===== src/logic/crtc_defs.vh =====
// Purpose: Constants for the calendar clock with alarm.
// Assumes: Byte-wide I/O bus, 200 MHz system clock.
// Notes:   Offsets are I/O byte addresses.
`ifndef CRTC_DEFS_VH
`define CRTC_DEFS_VH
`define CRTC_ADDR_W        16
`define CRTC_SEC_OFF       16'h00_E0
`define CRTC_MIN_OFF       16'h00_E1
`define CRTC_HRS_OFF       16'h00_E2
`define CRTC_WDAY_OFF      16'h00_E3
`define CRTC_MDAY_OFF      16'h00_E4
`define CRTC_MON_OFF       16'h00_E5
`define CRTC_YR_OFF        16'h00_E6
`define CRTC_CEN_OFF       16'h00_E7
`define CRTC_ASEC_OFF      16'h00_E8
`define CRTC_AMIN_OFF      16'h00_E9
`define CRTC_AHRS_OFF      16'h00_EA
`define CRTC_ADOW_OFF      16'h00_EB
`define CRTC_ACTRL_OFF     16'h00_EC
`define CRTC_CTRL_OFF      16'h00_ED
// Control register fields.
`define CRTC_CTRL_UNLOCK   0
`define CRTC_CTRL_SLOW     1
`define CRTC_CTRL_FREQ50   2
`define CRTC_CTRL_BCD      3
`define CRTC_CTRL_IRQEN    6
`define CRTC_CTRL_FLAG     7
// Alarm enable fields.
`define CRTC_AEN_SEC       0
`define CRTC_AEN_MIN       1
`define CRTC_AEN_HRS       2
`define CRTC_AEN_WDAY      3
// Source rates in ticks per second, then system clock in MHz and divider width.
`define CRTC_XTAL_HZ       32768
`define CRTC_LINE50_HZ     50
`define CRTC_LINE60_HZ     60
`define CRTC_CLK_MHZ       200
`define CRTC_DIV_W         16
`endif


===== src/logic/crtc_prescaler.v =====
// Purpose: Divides the selected count source down to one-second ticks.
// Assumes: Source edges arrive as one-cycle pulses synchronous to clk_in.
// Notes:   Clear restarts the division from zero.
`timescale 1ns/1ps
`include "crtc_defs.vh"
module crtc_prescaler #(
    parameter XTAL_HZ = `CRTC_XTAL_HZ
) (
    input  wire       clk_in,
    input  wire       srst_in,
    input  wire       clear_in,
    input  wire       run_in,
    input  wire       src_pulse_in,
    input  wire       line_in,
    input  wire       freq50_in,
    output reg        tick_out
);
    reg  [`CRTC_DIV_W-1:0] div_count;
    localparam [`CRTC_DIV_W-1:0] XTAL_LAST   = XTAL_HZ - 1;
    localparam [`CRTC_DIV_W-1:0] LINE50_LAST = `CRTC_LINE50_HZ - 1;
    localparam [`CRTC_DIV_W-1:0] LINE60_LAST = `CRTC_LINE60_HZ - 1;
    wire [`CRTC_DIV_W-1:0] div_last;
    assign div_last = !line_in ? XTAL_LAST : (freq50_in ? LINE50_LAST : LINE60_LAST);
    always @(posedge clk_in) begin
        tick_out <= 1'b0;
        if (srst_in || clear_in) begin
            div_count <= {`CRTC_DIV_W{1'b0}};
        end else if (run_in && src_pulse_in) begin
            if (div_count >= div_last) begin
                div_count <= {`CRTC_DIV_W{1'b0}};
                tick_out  <= 1'b1;
            end else begin
                div_count <= div_count + 1'b1;
            end
        end
    end
endmodule // crtc_prescaler


===== src/logic/crtc_field.v =====
// Purpose: One count field with rollover in binary or packed BCD.
// Assumes: Limits are given in binary.
// Notes:   Out-of-range loaded values still roll over at the limit.
`timescale 1ns/1ps
module crtc_field #(
    parameter MIN_VAL = 0
) (
    input  wire [7:0] value_in,
    input  wire [7:0] max_in,
    input  wire       bcd_in,
    output reg  [7:0] next_out,
    output reg        wrap_out
);
    function [7:0] to_bin;
        input [7:0] v;
        input       b;
        begin
            to_bin = b ? v[7:4] * 8'd10 + {4'h0, v[3:0]} : v;
        end
    endfunction
    function [7:0] to_bcd;
        input [7:0] v;
        reg   [7:0] tens;
        reg   [7:0] units;
        begin
            tens   = v / 8'd10;
            units  = v % 8'd10;
            to_bcd = {tens[3:0], units[3:0]};
        end
    endfunction
    localparam [7:0] MIN_BYTE = MIN_VAL;
    reg [7:0] bin_val;
    always @* begin
        bin_val  = to_bin(value_in, bcd_in);
        wrap_out = (bin_val >= max_in);
        if (wrap_out) begin
            bin_val = MIN_BYTE;
        end else begin
            bin_val = bin_val + 8'h01;
        end
        next_out = bcd_in ? to_bcd(bin_val) : bin_val;
    end
endmodule // crtc_field


===== src/logic/crtc_top.v =====
// What this block does
// Counts seconds, minutes, hours, weekday, monthday, month, year, century in 24-hour form.
// Counts and alarm set-points are binary or packed BCD by the format bit.
// Month lengths are kept and February gains its leap day automatically.
// Alarm fires only when every enabled set-point equals its count.
// An alarm with interrupt enable set raises the interrupt request.
// Reading the control register clears the match flag and interrupt.
// Alarm set-points and enables are writable at any time.
// Alarm comparison runs whenever the count advances, once per second.
// Writing zero to the unlock bit forces an immediate alarm comparison.
// Count source is the crystal or line input, divided to one-second ticks.
// Any write to the control register resets the prescaler.
// After power-loss reset counts are undefined and alarm enables cleared.
// Software unlocks, loads counts, loads alarms, then locks again.
// Clearing the unlock bit resets the prescaler and lets it run.
// Unlocked stops counting and allows count writes; locked counts, ignores writes.
// Reset leaves the counter locked and counting.
// Reset leaves the seconds and minutes counts unchanged.
// Seconds hold tens 0-5 and units 0-9, or binary 00h-3Bh.
// Minutes hold tens 0-5 and units, or binary 00h-3Bh.
// All registers are reached by I/O reads and writes on the bus.
// Hours run 0 to 23, BCD tens 0-2 or binary up to 17h.
// Weekday uses bits 3:0 with values 1 to 7; upper bits read zero.
// Monthday starts at one, BCD tens 0-3 or binary up to 1Fh.
// Year is two BCD digits or binary up to 63h and wraps into century.
// Each field rolls to its minimum and carries into the next.
// Locked count writes are ignored and never disturb counting.
// The match flag stays set until the control register is read.
//
// Purpose: Calendar real-time clock with alarm on a byte-wide I/O bus.
// Assumes: Bus strobes are one-cycle pulses; source pulses synchronous to clk_in.
// Notes:   Count registers have no reset, so they survive a system reset.
`timescale 1ns/1ps
`include "crtc_defs.vh"
module crtc_top #(
    parameter XTAL_HZ = `CRTC_XTAL_HZ
) (
    input  wire                    clk_in,
    input  wire                    srst_in,
    input  wire [`CRTC_ADDR_W-1:0] io_addr_in,
    input  wire [7:0]              io_wdata_in,
    input  wire                    io_wr_in,
    input  wire                    io_rd_in,
    input  wire                    xtal_pulse_in,
    input  wire                    crystal_out_pin_pulse_in,
    output reg  [7:0]              io_rdata_out,
    output reg                     irq_out
);
    // Counts; deliberately left without reset.
    reg [7:0] elapsed_ticks_register;
    reg [7:0] minutes_count;
    reg [7:0] hours_count;
    reg [3:0] weekday_count;
    reg [7:0] monthday_count;
    reg [7:0] month_count;
    reg [7:0] year_count;
    reg [7:0] century_count;
    reg [7:0] alarm_sec;
    reg [7:0] alarm_min;
    reg [7:0] alarm_hrs;
    reg [3:0] alarm_wday;
    reg [3:0] alarm_enable;
    reg       count_write_unlock;
    reg       count_source_select;
    reg       line_freq50;
    reg       decimal_format_select;
    reg       alarm_irq_enable;
    reg       match_event_flag;
    reg       compare_now;

    wire wr_ctrl;
    wire rd_ctrl;
    wire cnt_wr;
    wire sec_tick;
    wire src_pulse;
    assign wr_ctrl   = io_wr_in && (io_addr_in == `CRTC_CTRL_OFF);
    assign rd_ctrl   = io_rd_in && (io_addr_in == `CRTC_CTRL_OFF);
    assign cnt_wr    = io_wr_in && count_write_unlock;
    assign src_pulse = count_source_select ? crystal_out_pin_pulse_in : xtal_pulse_in;

    crtc_prescaler #(.XTAL_HZ(XTAL_HZ)) u_presc (
        .clk_in       (clk_in),
        .srst_in      (srst_in),
        .clear_in     (wr_ctrl),
        .run_in       (!count_write_unlock),
        .src_pulse_in (src_pulse),
        .line_in      (count_source_select),
        .freq50_in    (line_freq50),
        .tick_out     (sec_tick)
    );

    function is_leap;
        input [7:0] yr;
        input [7:0] cen;
        input       b;
        reg   [7:0] y;
        reg   [7:0] c;
        begin
            y = b ? yr[7:4] * 8'd10 + {4'h0, yr[3:0]} : yr;
            c = b ? cen[7:4] * 8'd10 + {4'h0, cen[3:0]} : cen;
            is_leap = (y[1:0] == 2'b00) && ((y != 8'd0) || (c[1:0] == 2'b00));
        end
    endfunction

    function [7:0] month_days;
        input [7:0] mon;
        input       leap;
        input       b;
        reg   [7:0] m;
        begin
            m = b ? mon[7:4] * 8'd10 + {4'h0, mon[3:0]} : mon;
            case (m)
                8'd2:                       month_days = leap ? 8'd29 : 8'd28;
                8'd4, 8'd6, 8'd9, 8'd11:    month_days = 8'd30;
                default:                    month_days = 8'd31;
            endcase
        end
    endfunction

    wire [7:0] next_sec, next_min, next_hrs, next_wday, next_mday, next_mon, next_yr, next_cen;
    wire       w_sec, w_min, w_hrs, w_mday, w_mon, w_yr;
    wire [7:0] mday_max;
    wire       bcd;
    assign bcd     = decimal_format_select;
    assign mday_max = month_days(month_count, is_leap(year_count, century_count, bcd), bcd);

    crtc_field #(.MIN_VAL(0)) u_sec (
        .value_in (elapsed_ticks_register),
        .max_in   (8'h3B),
        .bcd_in   (bcd),
        .next_out (next_sec),
        .wrap_out (w_sec)
    );
    crtc_field #(.MIN_VAL(0)) u_min (
        .value_in (minutes_count),
        .max_in   (8'h3B),
        .bcd_in   (bcd),
        .next_out (next_min),
        .wrap_out (w_min)
    );
    crtc_field #(.MIN_VAL(0)) u_hrs (
        .value_in (hours_count),
        .max_in   (8'h17),
        .bcd_in   (bcd),
        .next_out (next_hrs),
        .wrap_out (w_hrs)
    );
    // Weekday is a single digit, so it counts in hex whatever the format bit says.
    crtc_field #(.MIN_VAL(1)) u_wday (
        .value_in ({4'h0, weekday_count}),
        .max_in   (8'h07),
        .bcd_in   (1'b0),
        .next_out (next_wday),
        .wrap_out ()
    );
    crtc_field #(.MIN_VAL(1)) u_mday (
        .value_in (monthday_count),
        .max_in   (mday_max),
        .bcd_in   (bcd),
        .next_out (next_mday),
        .wrap_out (w_mday)
    );
    crtc_field #(.MIN_VAL(1)) u_mon (
        .value_in (month_count),
        .max_in   (8'h0C),
        .bcd_in   (bcd),
        .next_out (next_mon),
        .wrap_out (w_mon)
    );
    crtc_field #(.MIN_VAL(0)) u_yr (
        .value_in (year_count),
        .max_in   (8'h63),
        .bcd_in   (bcd),
        .next_out (next_yr),
        .wrap_out (w_yr)
    );
    crtc_field #(.MIN_VAL(0)) u_cen (
        .value_in (century_count),
        .max_in   (8'h63),
        .bcd_in   (bcd),
        .next_out (next_cen),
        .wrap_out ()
    );

    // Counting and locked-out writes never meet: writes need unlock, ticks need lock.
    always @(posedge clk_in) begin
        if (sec_tick) begin
            elapsed_ticks_register <= next_sec;
            if (w_sec) begin
                minutes_count <= next_min;
                if (w_min) begin
                    hours_count <= next_hrs;
                    if (w_hrs) begin
                        weekday_count  <= next_wday[3:0];
                        monthday_count <= next_mday;
                        if (w_mday) begin
                            month_count <= next_mon;
                            if (w_mon) begin
                                year_count <= next_yr;
                                if (w_yr) begin
                                    century_count <= next_cen;
                                end
                            end
                        end
                    end
                end
            end
        end else if (cnt_wr) begin
            case (io_addr_in)
                `CRTC_SEC_OFF: elapsed_ticks_register <= io_wdata_in;
                `CRTC_MIN_OFF: minutes_count  <= io_wdata_in;
                `CRTC_HRS_OFF: hours_count    <= io_wdata_in;
                `CRTC_WDAY_OFF: weekday_count  <= io_wdata_in[3:0];
                `CRTC_MDAY_OFF: monthday_count <= io_wdata_in;
                `CRTC_MON_OFF: month_count    <= io_wdata_in;
                `CRTC_YR_OFF:  year_count     <= io_wdata_in;
                `CRTC_CEN_OFF: century_count  <= io_wdata_in;
                default: ;
            endcase
        end
    end

    // Alarm set-points carry no reset and are writable whether locked or not.
    always @(posedge clk_in) begin
        if (io_wr_in) begin
            case (io_addr_in)
                `CRTC_ASEC_OFF: alarm_sec <= io_wdata_in;
                `CRTC_AMIN_OFF: alarm_min <= io_wdata_in;
                `CRTC_AHRS_OFF: alarm_hrs <= io_wdata_in;
                `CRTC_ADOW_OFF: alarm_wday <= io_wdata_in[3:0];
                default: ;
            endcase
        end
    end

    wire alarm_hit;
    assign alarm_hit = (!alarm_enable[`CRTC_AEN_SEC] || alarm_sec == elapsed_ticks_register) &&
                       (!alarm_enable[`CRTC_AEN_MIN] || alarm_min == minutes_count) &&
                       (!alarm_enable[`CRTC_AEN_HRS] || alarm_hrs == hours_count) &&
                       (!alarm_enable[`CRTC_AEN_WDAY] || alarm_wday == weekday_count) &&
                       (alarm_enable != 4'h0);

    always @(posedge clk_in) begin
        if (srst_in) begin
            alarm_enable          <= 4'h0;
            count_write_unlock    <= 1'b0;
            count_source_select   <= 1'b0;
            line_freq50           <= 1'b0;
            decimal_format_select <= 1'b0;
            alarm_irq_enable      <= 1'b0;
            match_event_flag      <= 1'b0;
            compare_now           <= 1'b0;
            irq_out               <= 1'b0;
        end else begin
            // Comparison uses the counts one cycle after they advanced.
            compare_now <= sec_tick || (wr_ctrl && !io_wdata_in[`CRTC_CTRL_UNLOCK]);
            if (io_wr_in && io_addr_in == `CRTC_ACTRL_OFF) begin
                alarm_enable <= io_wdata_in[3:0];
            end
            if (wr_ctrl) begin
                count_write_unlock    <= io_wdata_in[`CRTC_CTRL_UNLOCK];
                count_source_select   <= io_wdata_in[`CRTC_CTRL_SLOW];
                line_freq50           <= io_wdata_in[`CRTC_CTRL_FREQ50];
                decimal_format_select <= io_wdata_in[`CRTC_CTRL_BCD];
                alarm_irq_enable      <= io_wdata_in[`CRTC_CTRL_IRQEN];
            end
            // A match in the same cycle as the clearing read wins.
            if (compare_now && alarm_hit) begin
                match_event_flag <= 1'b1;
            end else if (rd_ctrl) begin
                match_event_flag <= 1'b0;
            end
            if (compare_now && alarm_hit && alarm_irq_enable) begin
                irq_out <= 1'b1;
            end else if (rd_ctrl || !alarm_irq_enable) begin
                irq_out <= 1'b0;
            end
        end
    end

    always @(posedge clk_in) begin
        if (srst_in) begin
            io_rdata_out <= 8'h00;
        end else if (io_rd_in) begin
            case (io_addr_in)
                `CRTC_SEC_OFF:   io_rdata_out <= elapsed_ticks_register;
                `CRTC_MIN_OFF:   io_rdata_out <= minutes_count;
                `CRTC_HRS_OFF:   io_rdata_out <= hours_count;
                `CRTC_WDAY_OFF:  io_rdata_out <= {4'h0, weekday_count};
                `CRTC_MDAY_OFF:  io_rdata_out <= monthday_count;
                `CRTC_MON_OFF:   io_rdata_out <= month_count;
                `CRTC_YR_OFF:    io_rdata_out <= year_count;
                `CRTC_CEN_OFF:   io_rdata_out <= century_count;
                `CRTC_ASEC_OFF:  io_rdata_out <= alarm_sec;
                `CRTC_AMIN_OFF:  io_rdata_out <= alarm_min;
                `CRTC_AHRS_OFF:  io_rdata_out <= alarm_hrs;
                `CRTC_ADOW_OFF:  io_rdata_out <= {4'h0, alarm_wday};
                `CRTC_ACTRL_OFF: io_rdata_out <= {4'h0, alarm_enable};
                `CRTC_CTRL_OFF:  io_rdata_out <= {match_event_flag, alarm_irq_enable, 2'b00, decimal_format_select,
                                                  line_freq50, count_source_select, count_write_unlock};
                default:         io_rdata_out <= 8'h00;
            endcase
        end
    end
endmodule // crtc_top


===== config.mk =====
export PLATFORM = sky130hd
export DESIGN_NAME = crtc_top
export DESIGN_NICKNAME = d
export VERILOG_FILES = /design/src/logic/crtc_prescaler.v /design/src/logic/crtc_field.v /design/src/logic/crtc_top.v
export VERILOG_INCLUDE_DIRS = /design/src /design/src/logic
export SDC_FILE = /design/constraint.sdc
export NUM_CORES = 1
export LEC_CHECK = 0
export BUFFER_PORTS_ARGS = -buffer_cell sky130_fd_sc_hd__buf_2
export CORE_MARGIN = 4
export CORE_UTILIZATION = 50
export DETAILED_ROUTE_END_ITERATION = 8
export PLACE_DENSITY = 0.66
export SLEW_MARGIN = 30
export SYNTH_ARGS = -nofsm -noshare
export SYNTH_HDL_FRONTEND = slang
export SYNTH_SLANG_ARGS = --single-unit
export TNS_END_PERCENT = 30

===== constraint.sdc =====
create_clock -name clk_in -period 6.15 [get_ports clk_in]
set_input_delay 0 -clock clk_in [delete_from_list [all_inputs] [get_ports clk_in]]
set_output_delay 0 -clock clk_in [all_outputs]
set_load 0.005 [all_outputs]

==> metrics.cfg, run 1 <==
[min_path]
hold_depth = 4
min_to = io_rdata_out[3]
hold_class = in2reg
holdCritStartpoint = io_rd_in

[synth]
syn_area_per_cell_um2 = 8.800
synth_ff_type = edfxtp_1
synth.top_cell.area_share = 0.2273
ys_top_cells_by_area = edfxtp_1 (23%), ha_1 (8.9%), dfxtp_1 (6.4%)
synthCells = 1321
synth-seq-area-share = 0.2910
synth_edf_count = 88
syn-num-nets = 1448
synth-async-reset-ratio = 0
synth_seq_cells = 125
ys.warnings.count = 0
syn-cell-area_um2 = 11620
synth.distinct_cells = 100
synth_top_cell_by_area = edfxtp_1

[floorplan]
core_area_um2 = 22780
start_util = 0.5104
io_pins = 39
die_h_um = 160.5
dieArea_um2 = 25750
std_cell_rows = 55
die_w_um = 160.5

[pwr]
finalPower_w = 0.001993
max-vdd-ir-drop_uv = 205.5
leakage_nw = 4.703
p_per_area_nw_per_um2 = 155.6

[finish]
regArea_um2 = 3388
antenna_cells = 0
final_common_cell = nand2_1
nets = 1482
final_cell_mix = nand2_1 (120), nor2_1 (118), a21oi_1 (89)
fin_util = 0.5623
multi_input_area_um2 = 7920
fin_cells = 1681
final_layout_size_suffix_gt1_frac = 0.1118
areaGrowthSynthToFinish_pct = 10.18
n_fill_cell = 2074

[critical_path]
path_class = reg2reg
cp-start-kind = flip-flop
r2r_end = century_count[5]
r2r_start = year_count[5]
max_stage_delay_ns = 0.66
critical_path_arrival_ns = 5.49
crit_required_ns = 6.19
crit_slowest_cell = a21oi_1
r2r_cells = 18
reg2reg_slack_ns = 0.70
endpoint_kind = flip-flop
cp_max_fo = 13
crit_chain = ha_1 > ha_1 > fa_1 > nand3_1 > nor2_1 > mux2i_1 > nand3_1 > o41ai_1 > a22oi_1 > ha_1 > nand2b_1 > a21oi_1 > nor4_1 > nor3_1 > buf_4 > nor2_1 > nand3_1 > a21oi_1

[cts]
cts.path.max_buffers = 2
clk_latency_ns = 0.42
cts_buffers = 17
clock_sinks = 125
cts_max_level = 4
ctsRootBufferMaster = clkbuf_16
clk_transition_reported_paths_ns = 0.06
cts_tree = built

[global_routing]
grt_max_degree = 60
grt_pass1_vias = 10160
grt_pass1_wl_um = 54290
overflow = 0
grt_use_total = 0.2588
antenna_found_initial = 0

[outcome]
outcome = finished, final reports clean

[sta]
finalCritPeriodShare = 0.8860
maxSlewHeadroom = 0.3454
rsz0062_at_grt = false
postLayoutSetupSlackWorst_ns = 0.7009
finalClockSkew_ns = 0.009050
worst_pin_slew_ns = 0.9799
timing.fmax_ghz = 0.1835
fin_tns_setup_ns = 0
hold_viol = 0
drv_slew = 0
period_minus_slack_ns = 5.449
setup_viol = 0

[routing]
wirelength_um = 33930
wl_per_cell_um = 20.18
vias_per_cell = 6.381
drt_iter0_drc = 1309
firstDrtPassIters = 8
route.detailed.drc = 0
vias = 10730
postRouteAntennaNets = 0

[placement]
preCtsSetupSlack_ns = 0.8309
dp_hpwl_um = 25230
io_buffers = 38
dp.cells = 1640
place_congestion = 0.9613

[job]
maxCapViolCount = 0

==> state kept, by name (all words and copies together), names as in the netlist, 4 cells and up <==
name,count
u_presc.div_count,16
alarm_hrs,8
alarm_min,8
alarm_sec,8
century_count,8
elapsed_ticks_register,8
hours_count,8
io_rdata_out,8
minutes_count,8
month_count,8
monthday_count,8
year_count,8
alarm_enable,4
alarm_wday,4
weekday_count,4
==> synth_stat cells, types with 6 or more instances <==
cell      instances
nand2b_1         13
and2_1           11
fa_1             14
o311ai_0          6
o21bai_1          7
nand3b_1          8
xnor2_1          67
o22ai_1          12
xor2_1           19
o31ai_1          12
o21a_1            7
clkbuf_1         28
a21o_1           28
nor2_1          118
or3_1            14
or2_2             8
inv_1            30
and3_1           13
nor3_1           39
buf_2             8
nand3_1          61
a222oi_1          9
a221oi_1         11
nand2_1         120
o211ai_1         11
a211oi_1         10
a31oi_1          23
dfxtp_1          37
ha_1             83
mux2i_1          23
mux2_2           24
a21oi_1          89
edfxtp_1         88
a31o_2           10
o21ai_0          45
a22oi_1          21
a211o_1           7
a22o_1            9
nor2b_1          31
nand4_1          25
nor4_1            6
==> stage by stage <==
stage | area, um^2 | hold slack, ns
after global routing | 12810 | 0.05157
after detailed placement | 12090 | 0.3079
after CTS | 12790 | 0.01005
after floorplan | 11620 | 0.09887
after global placement | 12090 | 0.3100
final | 12810 | 0.02070
==> cell type report <==
class,count,area share
Timing Repair Buffer,61,0.03009
Tap cell,313,0.03058
Sequential cell,125,0.2645
Inverter,31,0.009085
Clock inverter,3,0.003224
Clock buffer,29,0.04415
Multi-Input combinational cell,1119,0.6183
==> what timing repair did <==
| item | in CTS | in global routing |
|---|---|---|
| buffers inserted | 0 | 0 |
| hold buffers | 9 | 0 |
| resized for setup | 0 | 0 |
| endpoints found under the hold margin | 45 | 0 |
| endpoints found under the setup margin | 0 | 0 |
==> per-layer routing <==
metal | GRT usage | up-vias | routed length (um)
met5 | 0 | - | 0
met4 | 0.08799 | 0 | 1108
met3 | 0.04080 | 77 | 2695
met2 | 0.4156 | 440 | 15440
met1 | 0.3569 | 5079 | 14680
li1 | - | 5130 | -
==> power breakdown <==
group	switching, W	internal [W]	leakage (nW)	total, W
sequential	0.00000169	0.000901	1.09	0.000902
combinational	0.0000445	0.0000261	3.32	0.0000707
clock	0.000356	0.000664	0.297	0.00102
total	0.000402	0.00159	4.70	0.00199
==> worst max-delay path by stage <==
stage                       start          endpoint  slack, ns
global placement    year_count[5]  century_count[3]       0.95
global route        year_count[5]  century_count[7]       0.34
detailed placement  year_count[5]  century_count[3]       0.83
CTS                 year_count[5]  century_count[7]       0.76
finish              year_count[5]  century_count[5]       0.70
floorplan                     bcd     year_count[2]       1.53
==> cells by family (layout without fill, tap and decap cells) <==
kind of cell,Yosys count,after routing,share of synthesized area
compound gates,373,373,0.2273
flops,125,125,0.2910
simple gates,511,511,0.2241
xor+xnor,87,87,0.06619
buf+inv,77,124,0.02928
mux,49,49,0.04693
fa+ha+maj,99,99,0.1152
==> worst max-delay path, delay by kind of cell (launching register included) <==
family	cells	cell delay [ns]
AOI/OAI and AO/OA	4	1.45
adders and majority gates	4	1.41
buffers and inverters	1	0.20
DFF	1	0.50
muxes	1	0.34
and+or+nand+nor	8	1.18
(Power assumes the default switching activity.)
==> run 2: changes to the inputs <==
ABC_AREA = 1   (was unset)
REMOVE_ABC_BUFFERS = 1   (was unset)
==> run 2 against run 1 <==
Clock-buffer cell count shrank 12. Via count decreased by 2.2%. Sequential share of layout area rose by 1.1 points. Non-clock buffer count shrank 5. Register-to-register slack improved by 0.38 ns. Largest cell class unchanged.
==> metrics.cfg, run 2 <==
[sta]
period_minus_slack_ns = 5.069  ; was 5.449 ns
maxSlewHeadroom = 0.4286  ; was 0.3454
postLayoutSetupSlackWorst_ns = 1.081  ; was 0.7009 ns
finalCritPeriodShare = 0.8242  ; was 0.8860
hold_viol = 0  ; unchanged
finalClockSkew_ns = 0.01059  ; was 0.009050 ns
worst_pin_slew_ns = 0.8571  ; was 0.9799 ns
drv_slew = 0  ; unchanged
setup_viol = 0  ; unchanged
fin_tns_setup_ns = 0  ; unchanged
timing.fmax_ghz = 0.1973  ; was 0.1835 GHz
rsz0062_at_grt = false  ; unchanged

[routing]
firstDrtPassIters = 5  ; was 8
drt_iter0_drc = 936  ; was 1309
wirelength_um = 32280  ; was 33930 um
wl_per_cell_um = 17.35  ; was 20.18 um
vias = 10490  ; was 10730
vias_per_cell = 5.638  ; was 6.381
postRouteAntennaNets = 0  ; unchanged
route.detailed.drc = 0  ; unchanged

[synth]
synth.most_common_cell = nand2_1  ; unchanged
ys_top_cells_by_area = edfxtp_1 (24%), nand2_1 (12%), ha_1 (9.3%)  ; was edfxtp_1 (23%), ha_1 (8.9%), dfxtp_1 (6.4%)
synth_seq_cells = 125  ; unchanged
ys.warnings.count = 0  ; unchanged
synth.top_cell.area_share = 0.2371  ; was 0.2273
syn-cell-area_um2 = 11150  ; was 11620 um^2
synth-async-reset-ratio = 0  ; unchanged
synth_top_cell_by_area = edfxtp_1  ; unchanged
synth_ff_type = edfxtp_1  ; unchanged
synthCells = 1522  ; was 1321
synth_edf_count = 88  ; unchanged
synth.distinct_cells = 67  ; was 100
syn_area_per_cell_um2 = 7.323  ; was 8.800 um^2
synth_common_cells = nand2_1 (344), inv_1 (223), nand3_1 (127)  ; was nand2_1 (120), nor2_1 (118), a21oi_1 (89)
synth-seq-area-share = 0.3035  ; was 0.2910

[finish]
largest_reg_flops = 16  ; unchanged
final_cell_mix = nand2_1 (344), inv_1 (223), nand3_1 (127)  ; was nand2_1 (120), nor2_1 (118), a21oi_1 (89)
areaGrowthSynthToFinish_pct = 10.32  ; was 10.18%
n_fill_cell = 2136  ; was 2074
final_common_cell = nand2_1  ; unchanged
fin_area_um2 = 12300  ; was 12810 um^2
nets = 1694  ; was 1482
regMostFlops = u_presc.div_count  ; unchanged
final_layout_size_suffix_gt1_frac = 0.1095  ; was 0.1118
antenna_cells = 0  ; unchanged

[placement]
placed_area_um2 = 11540  ; was 12090 um^2
preCtsSetupSlack_ns = 1.140  ; was 0.8309 ns
dp_hpwl_um = 24770  ; was 25230 um
place_congestion = 1.012  ; was 0.9613
io_buffers = 38  ; unchanged

[cts]
cts_max_level = 4  ; unchanged
clock_sinks = 125  ; unchanged
ctsResizeCount = 0  ; unchanged
cts_buffers = 17  ; unchanged
cts_setup_buffers = 0  ; unchanged
hold_buffers = 10  ; was 9
clk_latency_ns = 0.43  ; was 0.42 ns
clk_transition_reported_paths_ns = 0.06  ; about the same
cts.path.max_buffers = 2  ; unchanged
cts_tree = built  ; unchanged
ctsRootBufferMaster = clkbuf_16  ; unchanged

[floorplan]
dieArea_um2 = 24740  ; was 25750 um^2
io_pins = 39  ; unchanged
core_area_um2 = 21890  ; was 22780 um^2
die_h_um = 157.3  ; was 160.5 um
start_util = 0.5091  ; was 0.5104
die_w_um = 157.3  ; was 160.5 um
std_cell_rows = 54  ; was 55

[critical_path]
reg2reg_slack_ns = 1.08  ; was 0.70 ns
r2r_cells = 32  ; was 18
crit_required_ns = 6.30  ; was 6.19 ns
r2r_end = monthday_count[1]  ; was century_count[5]
r2r_start = month_count[5]  ; was year_count[5]
cp_common_cell = nand2_1
startpoint = month_count[5]  ; was year_count[5]
endpoint_kind = flip-flop  ; unchanged
cp-start-kind = flip-flop  ; unchanged
crit_end = monthday_count[1]  ; was century_count[5]
crit_family = simple AND/OR/NAND/NOR gates  ; was compound AO/OA/AOI/OAI gates
path_class = reg2reg  ; unchanged
worstPathBufferInverterCount = 3  ; was 1
cp.depth = 32  ; was 18
crit_slowest_cell = edfxtp_1  ; was a21oi_1
critical_path_arrival_ns = 5.22  ; was 5.49 ns
cp_max_fo = 7  ; was 13
max_stage_delay_ns = 0.46  ; was 0.66 ns

[pwr]
finalPower_w = 0.002090  ; was 0.001993 W
max-vdd-ir-drop_uv = 188.4  ; was 205.5 uV
p_per_area_nw_per_um2 = 170.0  ; was 155.6 nW/um^2
leakage_nw = 5.584  ; was 4.703 nW

[job]
maxCapViolCount = 0  ; unchanged

[outcome]
outcome = finished, final reports clean  ; unchanged

[global_routing]
overflow = 0  ; unchanged
grt_max_degree = 44  ; was 60
grt_use_total = 0.2670  ; was 0.2588
grt_pass1_wl_um = 52060  ; was 54290 um
grt_pass1_vias = 9983  ; was 10160
antenna_found_initial = 0  ; unchanged

[min_path]
hold_class = in2reg  ; unchanged

[run 2: cell types whose count changed after synthesis, moves of 24 or more]
cell | previous run | this run
nor2b_1 | 31 | 0
xnor2_1 | 67 | 21
mux2_2 | 24 | 0
nand2_2 | 0 | 28
inv_1 | 30 | 223
nand2_1 | 120 | 344
a21o_1 | 28 | 0
nand3_1 | 61 | 127
[run 2: worst min-delay path by stage]
stage | startpoint | to | slack, ns | cells after the start
after floorplan | srst_in | io_rdata_out[0] | 0.07 | 1
after global placement | io_wdata_in[5] | alarm_hrs[5] | 0.26 | 1
after detailed placement | io_wdata_in[5] | alarm_hrs[5] | 0.25 | 1
after CTS | xtal_pulse_in | u_presc.tick_out | 0.06 | 5
after global routing | xtal_pulse_in | u_presc.tick_out | 0.11 | 5
final | xtal_pulse_in | u_presc.tick_out | 0.07 | 5
[run 2: where the power goes]
group          switching, W  internal (W)  leakage, nW
Combinational     0.0000495     0.0000231         4.18
Clock              0.000397      0.000718        0.313
Sequential       0.00000157      0.000901         1.09
Total              0.000448       0.00164         5.58
[run 2: logic make-up (layout without fill, tap and decap cells)]
group,count (synthesis),after routing,synth area share
fa+ha+maj,97,97,0.1183
simple gates,718,718,0.2909
compound gates,264,264,0.1473
mux,1,1,0.0008981
xor+xnor,46,46,0.03929
flops,125,125,0.3035
buf+inv,271,329,0.09980
[run 2: routing by layer]
metal  up-vias  track usage  share of wire
met2       347       0.4317           0.46
met1      4826       0.3706           0.44
met3        64      0.04482          0.070
met5         -            0              0
met4         0      0.07702          0.027
li1       5250            -              -
[run 2: area by class of cell]
class                   count  area (um^2)  area share
flip-flops and latches    125         3385      0.2753
well taps                 280        350.3     0.02849
clock inverters            15        219.0     0.01781
multi-input cells        1126         6656      0.5414
clock buffers              17        425.4     0.03460
inverters                 241        909.6     0.07398
repair buffers             56        350.3     0.02849
[run 2: through the flow]
stage,std cells,util,hold slack [ns]
detailed placement,1818,0.5274,0.2545
floorplan,1492,-,0.06907
global route,1860,0.5617,0.1079
finish,1860,0.5617,0.06944
global placement,1818,0.5274,0.2588
CTS,1860,0.5614,0.06012
[run 2: worst register-to-register path, delay by kind of cell (launching register included)]
family | cells | cell delay [ns]
AOI/OAI and AO/OA | 8 | 0.92
xor gates and xnor gates | 2 | 0.39
adders and majority gates | 4 | 1.23
buffers and inverters | 3 | 0.24
DFF | 1 | 0.46
and+or+nand+nor | 15 | 1.55
